$ cat src/hw/dfda_regs.vh
`ifndef DFDA_REGS_VH
`define DFDA_REGS_VH

// Register byte offsets, decoded on haddr[15:2]
`define DFDA_OFF_GEN_CFG      16'h8300
`define DFDA_OFF_OUT_CFG      16'h8304
`define DFDA_OFF_DFIFO_DATA   16'h8378
`define DFDA_OFF_CFIFO_DATA   16'h837c
`define DFDA_OFF_STATUS       16'h8380

// display_general_config fields
`define DFDA_GEN_DIAGNOSTIC_ENABLE_BIT     0
`define DFDA_GEN_LOAD_EN_BIT  1
`define DFDA_GEN_CFG_RESET    2'h0

// display_output_config fields
`define DFDA_OUT_DIAGNOSTIC_ENABLE_BIT     0
`define DFDA_OUT_COMPRESSED_FIFO_RW_SELECT_BIT     1
`define DFDA_OUT_CFG_RESET    2'h0

// Status register fields
`define DFDA_STAT_DCNT_POS    0
`define DFDA_STAT_CCNT_POS    8
`define DFDA_STAT_WHALF_BIT   16
`define DFDA_STAT_RHALF_BIT   17

// FIFO geometry
`define DFDA_DFIFO_WIDTH      64
`define DFDA_CFIFO_WIDTH      32
`define DFDA_DFIFO_AW         3
`define DFDA_CFIFO_AW         3

`endif

$ cat src/hw/dfda_fifo.v
`timescale 1ns/1ps
module dfda_fifo #(
  parameter WIDTH  = 32,
  parameter ADDR_W = 3
) (
  // Clock and reset
  input  wire              hclk,
  input  wire              hresetn,
  // Fill side
  input  wire              wr_en,
  input  wire [WIDTH-1:0]  wr_data,
  output wire              full,
  // Drain side
  input  wire              rd_en,
  output wire [WIDTH-1:0]  rd_data,
  output wire              empty,
  // Occupancy
  output wire [ADDR_W:0]   count
);
  localparam DEPTH = 1 << ADDR_W;

  reg  [WIDTH-1:0] mem_reg [0:DEPTH-1];
  reg  [ADDR_W:0]  wr_ptr_reg;
  reg  [ADDR_W:0]  rd_ptr_reg;
  wire             do_wr;
  wire             do_rd;

  assign full    = (wr_ptr_reg[ADDR_W] != rd_ptr_reg[ADDR_W]) &&
                   (wr_ptr_reg[ADDR_W-1:0] == rd_ptr_reg[ADDR_W-1:0]);
  assign empty   = (wr_ptr_reg == rd_ptr_reg);
  assign count   = wr_ptr_reg - rd_ptr_reg;
  assign do_wr   = wr_en & ~full;
  assign do_rd   = rd_en & ~empty;
  assign rd_data = mem_reg[rd_ptr_reg[ADDR_W-1:0]];

  // Pointer update; overflow and underflow are ignored
  always @(posedge hclk or negedge hresetn) begin
    if (!hresetn) begin
      wr_ptr_reg <= {(ADDR_W+1){1'b0}};
      rd_ptr_reg <= {(ADDR_W+1){1'b0}};
    end else begin
      if (do_wr) begin
        wr_ptr_reg <= wr_ptr_reg + 1'b1;
      end
      if (do_rd) begin
        rd_ptr_reg <= rd_ptr_reg + 1'b1;
      end
    end
  end

  // Entry storage, written at the write pointer
  genvar i;
  generate
    for (i = 0; i < DEPTH; i = i + 1) begin : g_entry
      always @(posedge hclk) begin
        if (do_wr && (wr_ptr_reg[ADDR_W-1:0] == i)) begin
          mem_reg[i] <= wr_data;
        end
      end
    end
  endgenerate
endmodule // dfda_fifo

$ cat src/hw/dfda_top.v
// Functional notes
// - Every second display port write pushes one 64-bit entry.
// - A first dummy display read loads the output latch.
// - Later display reads return stored halves; every second read pops.
// - Every compressed port write with select low pushes one 32-bit entry.
// - Select high routes reads to the compressed FIFO; dummy read loads latch.
// - Later compressed reads return stored data; each read pops.
//
// Decided for this implementation: register access over AHB-Lite.
`timescale 1ns/1ps
`include "dfda_regs.vh"
module dfda_top #(
  parameter DFIFO_AW = `DFDA_DFIFO_AW,
  parameter CFIFO_AW = `DFDA_CFIFO_AW
) (
  // Clock and reset
  input  wire                          hclk,
  input  wire                          hresetn,
  // AHB-Lite slave
  input  wire                          hsel,
  input  wire [31:0]                   haddr,
  input  wire [1:0]                    htrans,
  input  wire                          hwrite,
  input  wire [2:0]                    hsize,
  input  wire [31:0]                   hwdata,
  input  wire                          hready,
  output wire                          hreadyout,
  output wire                          hresp,
  output wire [31:0]                   hrdata,
  // Display pixel FIFO normal fill and drain
  input  wire                          pix_fill_valid,
  input  wire [`DFDA_DFIFO_WIDTH-1:0]  pix_fill_data,
  output wire                          pix_fill_ready,
  output wire                          pix_drain_valid,
  output wire [`DFDA_DFIFO_WIDTH-1:0]  pix_drain_data,
  input  wire                          pix_drain_ready,
  // Compressed FIFO normal fill and drain
  input  wire                          cmp_fill_valid,
  input  wire [`DFDA_CFIFO_WIDTH-1:0]  cmp_fill_data,
  output wire                          cmp_fill_ready,
  output wire                          cmp_drain_valid,
  output wire [`DFDA_CFIFO_WIDTH-1:0]  cmp_drain_data,
  input  wire                          cmp_drain_ready
);
  reg                           wr_pend_reg;
  reg                           rd_pend_reg;
  reg  [15:0]                   addr_reg;
  reg  [31:0]                   hrdata_reg;
  reg                           diagnostic_enable_en_reg;
  reg                           load_en_reg;
  reg                           out_diagnostic_enable_reg;
  reg                           compressed_fifo_rw_select_reg;
  reg  [31:0]                   low_hold_reg;
  reg                           wr_half_reg;
  reg                           rd_half_reg;
  reg  [31:0]                   disp_out_reg;
  reg  [31:0]                   cmp_out_reg;
  reg  [31:0]                   read_mux;
  wire                          addr_ok;
  wire                          disp_ok;
  wire                          cmp_ok;
  wire                          disp_wr;
  wire                          disp_rd;
  wire                          cmp_wr;
  wire                          cmp_rd;
  wire                          disp_push;
  wire                          disp_pop;
  wire                          cmp_push;
  wire                          cmp_pop;
  wire [`DFDA_DFIFO_WIDTH-1:0]  disp_wdata;
  wire [`DFDA_CFIFO_WIDTH-1:0]  cmp_wdata;
  wire [`DFDA_DFIFO_WIDTH-1:0]  disp_rdata;
  wire [`DFDA_CFIFO_WIDTH-1:0]  cmp_rdata;
  wire                          disp_full;
  wire                          disp_empty;
  wire                          cmp_full;
  wire                          cmp_empty;
  wire [DFIFO_AW:0]             disp_count;
  wire [CFIFO_AW:0]             cmp_count;

  // Bus handshake: reads take one wait state, writes none
  assign addr_ok   = hsel & hready & htrans[1];
  assign hreadyout = ~rd_pend_reg;
  assign hresp     = 1'b0;
  assign hrdata    = hrdata_reg;

  // Access qualifiers for the diagnostic data ports
  assign disp_ok = diagnostic_enable_en_reg & ~load_en_reg;
  assign cmp_ok  = disp_ok & out_diagnostic_enable_reg;
  assign disp_wr = wr_pend_reg & disp_ok &
                   (addr_reg == `DFDA_OFF_DFIFO_DATA);
  assign disp_rd = rd_pend_reg & disp_ok &
                   (addr_reg == `DFDA_OFF_DFIFO_DATA);
  assign cmp_wr  = wr_pend_reg & cmp_ok & ~compressed_fifo_rw_select_reg &
                   (addr_reg == `DFDA_OFF_CFIFO_DATA);
  assign cmp_rd  = rd_pend_reg & cmp_ok & compressed_fifo_rw_select_reg &
                   (addr_reg == `DFDA_OFF_CFIFO_DATA);

  // FIFO source selection between software and the display pipe
  assign disp_push  = diagnostic_enable_en_reg ? (disp_wr & wr_half_reg)
                                  : pix_fill_valid;
  assign disp_pop   = diagnostic_enable_en_reg ? (disp_rd & rd_half_reg)
                                  : pix_drain_ready;
  assign disp_wdata = diagnostic_enable_en_reg ? {hwdata, low_hold_reg} : pix_fill_data;
  assign cmp_push   = diagnostic_enable_en_reg ? cmp_wr
                                  : cmp_fill_valid;
  assign cmp_pop    = diagnostic_enable_en_reg ? cmp_rd
                                  : cmp_drain_ready;
  assign cmp_wdata  = diagnostic_enable_en_reg ? hwdata : cmp_fill_data;

  assign pix_fill_ready  = ~diagnostic_enable_en_reg & ~disp_full;
  assign pix_drain_valid = ~diagnostic_enable_en_reg & ~disp_empty;
  assign pix_drain_data  = disp_rdata;
  assign cmp_fill_ready  = ~diagnostic_enable_en_reg & ~cmp_full;
  assign cmp_drain_valid = ~diagnostic_enable_en_reg & ~cmp_empty;
  assign cmp_drain_data  = cmp_rdata;

  // Read data selection
  always @* begin
    read_mux = 32'h0;
    case (addr_reg)
      `DFDA_OFF_GEN_CFG: begin
        read_mux[`DFDA_GEN_DIAGNOSTIC_ENABLE_BIT]    = diagnostic_enable_en_reg;
        read_mux[`DFDA_GEN_LOAD_EN_BIT] = load_en_reg;
      end
      `DFDA_OFF_OUT_CFG: begin
        read_mux[`DFDA_OUT_DIAGNOSTIC_ENABLE_BIT] = out_diagnostic_enable_reg;
        read_mux[`DFDA_OUT_COMPRESSED_FIFO_RW_SELECT_BIT] = compressed_fifo_rw_select_reg;
      end
      `DFDA_OFF_DFIFO_DATA: begin
        read_mux = disp_ok ? disp_out_reg : 32'h0;
      end
      `DFDA_OFF_CFIFO_DATA: begin
        read_mux = (cmp_ok & compressed_fifo_rw_select_reg) ? cmp_out_reg : 32'h0;
      end
      `DFDA_OFF_STATUS: begin
        read_mux[`DFDA_STAT_DCNT_POS +: DFIFO_AW+1] = disp_count;
        read_mux[`DFDA_STAT_CCNT_POS +: CFIFO_AW+1] = cmp_count;
        read_mux[`DFDA_STAT_WHALF_BIT] = wr_half_reg;
        read_mux[`DFDA_STAT_RHALF_BIT] = rd_half_reg;
      end
      default: begin
        read_mux = 32'h0;
      end
    endcase
  end

  // Address phase capture and read data register
  always @(posedge hclk or negedge hresetn) begin
    if (!hresetn) begin
      wr_pend_reg <= 1'b0;
      rd_pend_reg <= 1'b0;
      addr_reg    <= 16'h0;
      hrdata_reg  <= 32'h0;
    end else begin
      wr_pend_reg <= addr_ok & hwrite;
      rd_pend_reg <= addr_ok & ~hwrite;
      if (addr_ok) begin
        addr_reg <= {haddr[15:2], 2'b00};
      end
      if (rd_pend_reg) begin
        hrdata_reg <= read_mux;
      end
    end
  end

  // Configuration registers
  always @(posedge hclk or negedge hresetn) begin
    if (!hresetn) begin
      diagnostic_enable_en_reg  <= 1'b0;
      load_en_reg  <= 1'b0;
      out_diagnostic_enable_reg <= 1'b0;
      compressed_fifo_rw_select_reg     <= 1'b0;
    end else if (wr_pend_reg) begin
      if (addr_reg == `DFDA_OFF_GEN_CFG) begin
        diagnostic_enable_en_reg <= hwdata[`DFDA_GEN_DIAGNOSTIC_ENABLE_BIT];
        load_en_reg <= hwdata[`DFDA_GEN_LOAD_EN_BIT];
      end
      if (addr_reg == `DFDA_OFF_OUT_CFG) begin
        out_diagnostic_enable_reg <= hwdata[`DFDA_OUT_DIAGNOSTIC_ENABLE_BIT];
        compressed_fifo_rw_select_reg     <= hwdata[`DFDA_OUT_COMPRESSED_FIFO_RW_SELECT_BIT];
      end
    end
  end

  // Display port pairing of 32-bit halves into 64-bit entries
  always @(posedge hclk or negedge hresetn) begin
    if (!hresetn) begin
      low_hold_reg <= 32'h0;
      wr_half_reg  <= 1'b0;
      rd_half_reg  <= 1'b0;
      disp_out_reg <= 32'h0;
    end else if (!disp_ok) begin
      wr_half_reg <= 1'b0;
      rd_half_reg <= 1'b0;
    end else begin
      if (disp_wr) begin
        rd_half_reg <= 1'b0;
        if (!wr_half_reg) begin
          low_hold_reg <= hwdata;
          wr_half_reg  <= 1'b1;
        end else begin
          wr_half_reg <= 1'b0;
        end
      end
      if (disp_rd) begin
        if (!rd_half_reg) begin
          disp_out_reg <= disp_rdata[31:0];
          rd_half_reg  <= 1'b1;
        end else begin
          disp_out_reg <= disp_rdata[63:32];
          rd_half_reg  <= 1'b0;
        end
      end
    end
  end

  // Compressed port output latch
  always @(posedge hclk or negedge hresetn) begin
    if (!hresetn) begin
      cmp_out_reg <= 32'h0;
    end else if (cmp_rd) begin
      cmp_out_reg <= cmp_rdata;
    end
  end

  dfda_fifo #(
    .WIDTH   (`DFDA_DFIFO_WIDTH),
    .ADDR_W  (DFIFO_AW)
  ) u_disp_fifo (
    .hclk    (hclk),
    .hresetn (hresetn),
    .wr_en   (disp_push),
    .wr_data (disp_wdata),
    .full    (disp_full),
    .rd_en   (disp_pop),
    .rd_data (disp_rdata),
    .empty   (disp_empty),
    .count   (disp_count)
  );

  dfda_fifo #(
    .WIDTH   (`DFDA_CFIFO_WIDTH),
    .ADDR_W  (CFIFO_AW)
  ) u_cmp_fifo (
    .hclk    (hclk),
    .hresetn (hresetn),
    .wr_en   (cmp_push),
    .wr_data (cmp_wdata),
    .full    (cmp_full),
    .rd_en   (cmp_pop),
    .rd_data (cmp_rdata),
    .empty   (cmp_empty),
    .count   (cmp_count)
  );
endmodule // dfda_top

$ cat config.mk
export PLATFORM = sky130hd
export DESIGN_NAME = dfda_top
export DESIGN_NICKNAME = d
export VERILOG_FILES = /design/src/hw/dfda_fifo.v /design/src/hw/dfda_top.v
export VERILOG_INCLUDE_DIRS = /design/src /design/src/hw
export SDC_FILE = /design/constraint.sdc
export NUM_CORES = 1
export LEC_CHECK = 0
export BUFFER_PORTS_ARGS = -buffer_cell sky130_fd_sc_hd__clkbuf_2
export CORE_MARGIN = 2
export CORE_UTILIZATION = 25
export CTS_CLUSTER_DIAMETER = 50
export DETAILED_ROUTE_END_ITERATION = 10
export SLEW_MARGIN = 20
export SYNTH_ARGS = -nofsm -noshare
export SYNTH_HDL_FRONTEND = slang
export SYNTH_HIERARCHICAL = 1
export SYNTH_SLANG_ARGS = --single-unit
$ cat constraint.sdc
create_clock -name hclk -period 5.5 [get_ports hclk]
set_input_delay 0.275 -clock hclk [delete_from_list [all_inputs] [get_ports hclk]]
set_output_delay 0.275 -clock hclk [all_outputs]
set_load 0.005 [all_outputs]
Word-level counts from Yosys, hierarchy flattened. Memory sizes are Yosys's and may differ from the RTL's. Cells that the tools add are included.

Add/subtract/negate cells: 6. Equality and inequality tests: 27. Mux-type cells: 97. Bitwise operators: 37. Reductions and logical operators: 38.

Operators with widths (number): 64-bit 2-to-1 mux (8); 64-bit OR reduction (7); 32-bit 2-to-1 mux (11); 32-bit OR reduction (7); 14-bit equality test, second input constant (5); 1-bit 2-to-1 mux (57); 3-bit 2-to-1 mux (14); 14-bit case mux with 2 select lines (1); 1-bit AND (27); 3-bit equality test, second input constant (8); 1-bit logical AND (18); 4-bit by 1-bit adder with 4-bit output, second input constant (4); 4-bit case mux with 2 select lines (2); 3-bit by 2-bit equality test with 1-bit output, second input constant (4); 2-bit case mux with 3 select lines (2); 4-bit case mux with 3 select lines (1); 1-bit inverter (10); 2-bit case mux with 5 select lines (1); 4-bit equality test (2); 4-bit subtractor (2); 3-bit by 1-bit equality test with 1-bit output, second input constant (2); 3-bit equality test (2); 3-bit logical NOT (2); 2-bit AND reduction (3); 4 further kinds (5).

Bits in registers: 166. RAM bits: 768. Input port bits: 174. Output and inout port bits: 134. Word-level logic and storage cells: 224. Memories: 2.

Memory list: u_disp_fifo.mem_reg (depth 8, bits a word 64, rd ports 1, clocked after memory_dff 0, wr ports 1, RTL line dfda_fifo.v:22) `reg [WIDTH-1:0] mem_reg [0:DEPTH-1];`; u_cmp_fifo.mem_reg (depth 8, bits a word 32, rd ports 1, clocked after memory_dff 0, wr ports 1, RTL line dfda_fifo.v:22).

Depth between registers and ports, before layout. Gate-level depths: netlist (run 1).

Depth after elaboration: 19. Depth in mapped cells: 10. Depth with buffers taken out: 7.

Hierarchy. Netlist (run 1), hierarchy kept.

By module, submodules not included: dfda_fifo (u_disp_fifo) (times used 1, cells each 938, area an instance 19840.3 um2, sequential area each 15574.9 um2); dfda_fifo (u_cmp_fifo) (times used 1, cells each 499, area an instance 10216.0 um2, sequential area each 7887.6 um2); dfda_top (times used 1, cells each 700, area an instance 7801.2 um2, sequential area each 3753.6 um2).

Worst setup path after synthesis (run 1). Ideal clock, no wire load.

Path kind: register to register. From: register addr_reg[13]. To: memory u_disp_fifo/mem_reg[4][0] (netlist bit) (enable). Setup time: 0.429 ns. Data arrival time: 3.792 ns. Data required time: 5.071 ns. Slack: 1.279 ns. Cell stages (with the launch flop): 9. Path buffers: 2. Clock period less this slack: 4.221 ns. Path through: dfrtp_1 -> or4b_4 -> nor4_4 -> clkbuf_1 -> nand4_1 -> o21ai_0 -> o21a_1 -> buf_2 -> and3_1.

Longest elaborated chain between the ends: 16. Elaborated cells between the ends (all ways): 50. Those cells by class: 1 x eq/ne; 31 x mux; 3 x bitwise; 15 x reduce/logical.

Ends and longest elaborated chain: start, declared (RTL line dfda_top.v:47) `reg [15:0] addr_reg;`; start signal, assigned (RTL line dfda_top.v:159) `addr_reg <= {haddr[15:2], 2'b00};`; 14-bit equality test (*); 1-bit AND (*) (RTL line dfda_top.v:90) `assign disp_wr = wr_pend_reg & disp_ok &`; 1-bit AND (*) (RTL line dfda_top.v:100) `assign disp_push = diagnostic_enable_en_reg ? (disp_wr & wr_half_reg)`; 1-bit 2-to-1 mux (*) (RTL line dfda_top.v:100); named net disp_push (RTL line dfda_top.v:66) `wire disp_push;`; 1-bit AND (*) (RTL line dfda_fifo.v:32) `assign do_wr = wr_en & ~full;`; 1-bit logical AND (RTL line dfda_fifo.v:56) `if (do_wr && (wr_ptr_reg[ADDR_W-1:0] == i)) begin`; 1-bit 2-to-1 mux (RTL line dfda_fifo.v:56); 1-bit 2-to-1 mux (not written as such) (RTL line dfda_fifo.v:57) `mem_reg[i] <= wr_data;`; 64-bit OR reduction (no source line); 3-bit 2-to-1 mux (no source line) / 1-bit 2-to-1 mux (equally long branches) (7 in series); end, declared (RTL line dfda_fifo.v:22).

The timed path passes the listed nets; every way through them passes the cells marked *.

Worst setup path in the final report (run 1).
From: register addr_reg[13]. To: memory u_cmp_fifo.mem_reg[14][1], in the netlist u_cmp_fifo/mem_reg[7][1] (enable).

Longest elaborated chain between the ends: 15. Elaborated cells between the ends (all ways): 49. Those cells by class: 1 x eq/ne; 31 x mux; 2 x bitwise; 15 x reduce/logical.

Ends and longest elaborated chain: 14-bit equality test (*); 1-bit AND (*) (RTL line dfda_top.v:94) `assign cmp_wr = wr_pend_reg & cmp_ok & ~compressed_fifo_rw_select_reg &`; 1-bit 2-to-1 mux (*) (RTL line dfda_top.v:105) `assign cmp_push = diagnostic_enable_en_reg ? cmp_wr`; named net cmp_push (RTL line dfda_top.v:68) `wire cmp_push;`; 1-bit AND (*) (RTL line dfda_fifo.v:32); 1-bit logical AND (RTL line dfda_fifo.v:56); 1-bit 2-to-1 mux (RTL line dfda_fifo.v:56); 1-bit 2-to-1 mux (not written as such) (RTL line dfda_fifo.v:57); 32-bit OR reduction (no source line); 3-bit 2-to-1 mux (no source line) / 1-bit 2-to-1 mux (equally long branches) (7 in series); end, declared (RTL line dfda_fifo.v:22).

Marks and branches as above.

==> impl_results.md, run 1 <==
* Starting density of the core at 25.2%
* Number of filler instances in the final layout at 14,700
* Clock insertion delay at the later pin of the skew report at 0.69 ns
* Sort of element at the start of the critical path: flop
* Crit path max fanout at 14
* Layout cell share with drive strength beyond 1 at 34.2%
* Compound-Gate Fraction of Synth Area at 2.72%
* Detail-routed net length per standard cell at 24.5 um
* Residual antenna-violating net count after detailed routing at 0
* Clock Pin Slew Worst Setup and Hold Paths at 0.06 ns
* Xor and xnor area share after synthesis at 0.416%
* Post-synthesis area per instance at 17.7 um2
* Synth warn at 6
* Combined area of all synthesized cells at 37,900 um2
* RSZ-0062 raised after global routing: false
* Overall track demand over capacity in global routing at 14.5%
* Class of the most critical hold timing path: input port to flop
* Total detailed-routing wirelength at 113,000 um
* Sequential share of the synthesized area at 71.9%
* Vias in the first global route at 20,600
* Buffers added on ports at 284
* Top-level port count at 308
* Power density relative to cell area at 479 nW/um2
* Number of buffer and inverter stages on the critical path at 1
* Share of synthesized flip-flops with an asynchronous set or reset at 17.8%
* Clock buffers created by TritonCTS at 102
* Core area at 150,000 um2
* Worst EP arrival at 4.23 ns
* Fmax at 258 MHz
* Number of DRC violations after detailed routing at 0
* Area grow syn2layout at 21.0%
* Run status: complete, no violations
* Total of endpoints with negative setup slack in the final report at 0
* Critical Path Sink Type: flop
* Simple-gate share of the synthesized area at 4.90%
* Sink count of the clock tree at 934
* Starting DRT DRC Count at 1,735
* Synth Instances at 2,137
* Number of pins exceeding their max-slew limit in the final report at 0
* Setup total negative slack at 0 ns
* Setup Crit Path Kind: flop to flop
* Die width at 393 um
* Predominant post-synthesis flop cell: edfxtp_1
* Number of distinct library cell variants in the gate-level netlist after synthesis at 55
* Core Rows at 142
* Combinational family with the most area after synthesis: multiplexers
* Routed via count divided by cell count at 4.50
* HPWL reported at the end of detailed placement at 73,900 um
* Sequence of cells on the critical path: or4b_4, nor4_4, nand3_1, o21ai_0, o21a_1, and2_1, buf_4
* Placer Congestion at 0.779
* Path length in cells of the critical path at 7
* Largest stage delay on the critical path at 0.81 ns
* Final worst path period need at 3.88 ns
* Library cell used as clock root buffer: clkbuf_16
* Leak at 16.7 nW
* DR pass1 iterations at 5
* Peak supply drop at 0.392 mV
* Max-slew headroom at 26.1%
* TritonCTS clock tree: done
* Number of synthesized register bits at 934
* H-tree Lvls at 3
* Syn_nets at 2,333
* Global route total overflow at 0
* Wire length of the first global-routing pass at 157,000 um
* Top cell family by delay on the critical path: simple AND/OR/NAND/NOR gates
* Setup Skew at 0.0215 ns
* Post-route clock period utilization at 70.5%
* Final Net Count at 2,708
* Die outline height at 393 um
* Largest register FFs at 512
* Depth of the most critical reg-to-reg path at 7
* CP max-delay cell: and2_1
* Die Area at 155,000 um2
* Number of enable-type register cells in the synthesized netlist at 768
* Final WS setup at 1.62 ns
* Hold Fails Final Rpt at 0
* Pin count of the biggest net entering global routing at 133
* Hold Path Depth at 2
* Max capacitance violation total at 0
* Worst-margin pin slew at 1.11 ns
* Post-synthesis mux area share at 16.8%
* Number of antenna violations at the first check in global routing at 5
* Overall via count from detail_route at 20,800
* Clock Tree Buf Depth at 3
* Worst slack at placement at 1.63 ns
* Area share of fa/ha/maj cells after synthesis at 0.767%
* Required @ worst endpoint at 5.86 ns
## layout by cell type (no fill, tap or decap), types with 6 or more instances in the layout
| cell | count |
|---|---|
| o21ai_0 | 72 |
| buf_12 | 11 |
| nor3_1 | 10 |
| a31o_2 | 21 |
| and3_1 | 6 |
| nor2b_1 | 23 |
| xnor2_1 | 14 |
| nor2_1 | 22 |
| a22o_1 | 21 |
| dfrtp_1 | 158 |
| nand3_1 | 9 |
| and3_4 | 6 |
| clkinv_2 | 8 |
| clkbuf_8 | 10 |
| nand2_1 | 325 |
| bufinv_16 | 8 |
| clkbuf_16 | 106 |
| a32oi_1 | 8 |
| dlygate4sd3_1 | 66 |
| clkbuf_1 | 26 |
| mux4_2 | 192 |
| mux2_2 | 180 |
| ha_1 | 20 |
| a221o_1 | 8 |
| inv_1 | 87 |
| clkinv_1 | 15 |
| clkbuf_2 | 283 |
| edfxtp_1 | 768 |
| clkinv_8 | 7 |
| buf_4 | 26 |
## worst paths after layout
kind,from,end,slack (ns)
min in group asynchronous,hresetn,addr_reg[12],0.15
worst min-delay path,pix_fill_data[14],u_disp_fifo/mem_reg[5][14],0.04
worst max-delay path,addr_reg[13],u_cmp_fifo/mem_reg[7][1],1.62
max in group asynchronous,hresetn,u_cmp_fifo/rd_ptr_reg[0],3.86
worst min register to register,addr_reg[10],addr_reg[10],0.49
worst max register to register,addr_reg[13],u_cmp_fifo/mem_reg[7][1],1.62
## report_power, final
part	leakage, nW	internal [mW]	switching, mW
logic	5.95	2.52	3.91
clock network	1.68	4.07	2.89
registers	9.12	8.28	0.272
## cell families after synthesis
group | count (synthesis)
flops | 934
simple gates | 432
mux | 373
buf+inv | 206
compound gates | 151
fa+ha+maj | 22
xor+xnor | 18
other cells | 1
## metal layers
metal | GRT usage (%) | up-vias | share of wire (%)
met5 | 0 | - | 0
met4 | 3.41 | 0 | 2.0
met3 | 3.96 | 109 | 8.2
met2 | 24.1 | 715 | 49
met1 | 18.6 | 10900 | 41
li1 | - | 9006 | -
## what timing repair did
action                                  CTS  global route
endpoints found under the setup margin    0             0
hold endpoints to repair                248             0
hold buffers                             66             0
buffers inserted                          0             0
gates resized for setup                   0             0
## through the flow
step                area (um2)  utilization (%)  power (mW)  hold slack (ns)  std cells
finish                   45800             30.5        22.0           0.0434       4617
global route             45800             30.5        22.9           0.0216       4616
CTS                      45800             30.5        22.3        0.0000787       4615
detailed placement       41700             27.8        15.3            0.394       4357
global placement         41700             27.8        15.2            0.392       4357
floorplan                37900                -        12.4          -0.0206       2137
## cells in the mapped netlist, types with 2 or more instances
| master | n | area, um2 |
|---|---|---|
| a21o_1 | 3 | 22.5 |
| a21oi_1 | 5 | 25.0 |
| a221o_1 | 8 | 80.1 |
| a22o_1 | 21 | 184 |
| a31o_2 | 21 | 184 |
| a32oi_1 | 8 | 70.1 |
| and2_1 | 5 | 31.3 |
| and3_1 | 13 | 81.3 |
| buf_1 | 13 | 48.8 |
| buf_2 | 23 | 115 |
| buf_4 | 6 | 45.0 |
| buf_6 | 16 | 180 |
| clkbuf_1 | 59 | 221 |
| dfrtp_1 | 166 | 4150 |
| edfxtp_1 | 768 | 23100 |
| fa_1 | 2 | 40.0 |
| ha_1 | 20 | 250 |
| inv_1 | 88 | 330 |
| mux2_2 | 180 | 2030 |
| mux4_2 | 192 | 4320 |
| nand2_1 | 325 | 1220 |
| nand2b_1 | 2 | 12.5 |
| nand3_1 | 9 | 45.0 |
| nand3b_1 | 2 | 15.0 |
| nand4_1 | 5 | 31.3 |
| nor2_1 | 22 | 82.6 |
| nor2b_1 | 23 | 144 |
| nor3_1 | 10 | 50.1 |
| nor3b_1 | 2 | 15.0 |
| o21a_1 | 2 | 15.0 |
| o21ai_0 | 73 | 365 |
| o31ai_1 | 2 | 15.0 |
| or3_1 | 2 | 12.5 |
| or4_1 | 4 | 30.0 |
| xnor2_1 | 14 | 123 |
| xor2_1 | 4 | 35.0 |
## layout make-up
class	instances	area (um2)	share of cell area (%)
Antenna cell	1	2.50	0.00546
Clock buffer	141	2870	6.27
Clock inverter	51	577	1.26
Inverter	89	334	0.729
Multi-Input combinational cell	997	9740	21.3
Sequential cell	934	27200	59.4
Tap cell	2016	2520	5.51
Timing Repair Buffer	388	2530	5.53
(Power assumes the default switching activity.)
==> run 2: changes to the inputs <==
clock period = 3.8 ns   (was 5.5 ns; I/O delays follow)
==> run 2 against run 1 <==
  * Sequential cell count stayed put
  * First-iteration DRC count is 11% higher
  * Largest cell class unchanged
  * Maximum frequency is 18% higher
  * Utilization is 0.27 points higher
  * Clock skew is 0.0047 ns higher
  * Clock power is 41% higher
  * Sequential power is 45% higher
  * Worst setup slack worse by 1.1 ns
  * Via count is 1.4% higher
  * Wire length is 1.2% higher
  * Sequential share of layout area is 0.52 points lower
  * Critical path type unchanged
  * Register-to-register slack worse by 1.1 ns
==> impl_results.md, run 2 (synthesized netlist as in run 1, its figures left out) <==
* Residual antenna-violating net count after detailed routing at 0
* Layout cell share with drive strength beyond 1 at 35.3%
* TritonCTS clock tree: done
* Max capacitance violation total at 0
* Run status: complete, no violations
* Die width at 393 um
* Peak supply drop at 0.407 mV
* Starting density of the core at 25.2%
* Final worst path period need at 3.29 ns
* Sort of element at the start of the critical path: flop
* Post-CTS Setup Repair Bufs at 0
* Die Area at 155,000 um2
* DR pass1 iterations at 6
* Overall track demand over capacity in global routing at 14.6%
* Sequence of cells on the critical path: or4b_4, nor4_4, nand4_1, o21ai_0, o21a_1, and3_4, buf_12
* Dpl cell area at 42,100 um2
* Class of the most critical hold timing path: input port to flop
* Core area at 150,000 um2
* Pin count of the biggest net entering global routing at 118
* Number of buffer and inverter stages on the critical path at 1
* Number of antenna cells inserted at 0
* Commonest cells after routing, fill and taps aside: 768 x edfxtp_1, 325 x nand2_1, 283 x clkbuf_2, 192 x mux4_2, 180 x mux2_2
* Hold Fails Final Rpt at 0
* HPWL reported at the end of detailed placement at 78,700 um
* RSZ-0062 raised after global routing: false
* Non-filler cells in the finished layout at 4,659
* Wire length of the first global-routing pass at 159,000 um
* Clock Pin Slew Worst Setup and Hold Paths at 0.06 ns
* Final Net Count at 2,751
* Die outline height at 393 um
* Detail-routed net length per standard cell at 24.6 um
* Number of antenna violations at the first check in global routing at 4
* Core Rows at 142
* Buffers added on ports at 284
* Largest stage delay on the critical path at 0.58 ns
* Library cell used as clock root buffer: clkbuf_16
* Global route total overflow at 0
* Required @ worst endpoint at 4.17 ns
* Area grow syn2layout at 22.1%
* Total detailed-routing wirelength at 115,000 um
* Clock Tree Buf Depth at 3
* Fmax at 304 MHz
* Power density relative to cell area at 687 nW/um2
* Setup Skew at 0.0262 ns
* Critical Path Sink Type: flop
* Worst-margin pin slew at 1.11 ns
* Clock insertion delay at the later pin of the skew report at 0.69 ns
* Starting DRT DRC Count at 1,929
* CP max-delay cell: or4b_4
* H-tree Lvls at 3
* Min Hold Slack at 0.0418 ns
* Number of DRC violations after detailed routing at 0
* Post-route clock period utilization at 86.6%
* Post-placement cell count at 4,390
* Worst EP arrival at 3.66 ns
* Total of endpoints with negative setup slack in the final report at 0
* Most common cell after layout, fill and taps aside: edfxtp_1
* Routed via count divided by cell count at 4.52
* Crit path max fanout at 27
* Placer Congestion at 0.790
* Top cell family by delay on the critical path: simple AND/OR/NAND/NOR gates
* Overall via count from detail_route at 21,000
* Max-slew headroom at 25.2%
* Sink count of the clock tree at 934
* Top-level port count at 308
* Clock buffers created by TritonCTS at 101
* Setup total negative slack at 0 ns
* Setup Crit Path Kind: flop to flop
* Post-route cell area at 46,200 um2
* Leak at 17.0 nW
* Number of pins exceeding their max-slew limit in the final report at 0
* Largest register FFs at 512
* Vias in the first global route at 21,000
==> run 2: path summary, 6_finish.rpt <==
kind | from | endpoint | slack (ns) | depth (start not counted)
max in group asynchronous | hresetn | low_hold_reg[12] | 2.89 | 3
min in group asynchronous | hresetn | addr_reg[14] | 0.09 | 2
worst max register to register | addr_reg[13] | u_disp_fifo/mem_reg[4][52] | 0.51 | 7
worst max-delay path | addr_reg[13] | u_disp_fifo/mem_reg[4][52] | 0.51 | 7
worst min register to register | hrdata[30] | hrdata[30] | 0.50 | 2
worst min-delay path | pix_fill_data[25] | u_disp_fifo/mem_reg[7][25] | 0.04 | 2
==> run 2: final cells by class <==
cell class	instances	area (um2)
Sequential cell	934	27200
Tap cell	2016	2520
Fill cell	14700	104000
Clock inverter	68	659
Inverter	89	334
Timing Repair Buffer	432	3060
Clock buffer	123	2670
Multi-Input combinational cell	997	9740
==> run 2: routing by layer <==
| metal | vias up | share of wire (%) | track usage [%] |
|---|---|---|---|
| met4 | 4 | 2.0 | 3.07 |
| met2 | 785 | 49 | 24.6 |
| met3 | 138 | 7.5 | 3.33 |
| met5 | - | 0.021 | 0 |
| met1 | 11000 | 41 | 19.3 |
| li1 | 9078 | - | - |
==> run 2: timing repair <==
action                    CTS  global route
hold buffers               78             0
resized for setup           0             0
hold endpoints to repair  357             0
==> run 2: through the flow <==
step / utilization [%] / total power, mW / worst slack (ns)
final: 30.8 / 31.8 / 0.509
after global routing: 30.8 / 33.2 / 0.400
after floorplan: - / 18.0 / 0.288
after detailed placement: 28.0 / 22.4 / 0.564
after CTS: 30.8 / 32.3 / 0.534
after global placement: 28.0 / 22.3 / 0.573
==> run 2: where the power goes <==
group	switching [mW]	total (mW)	internal, mW
Combinational	5.81	9.54	3.74
Clock	4.26	9.83	5.57
Sequential	0.414	12.4	12.0
Total	10.5	31.8	21.3
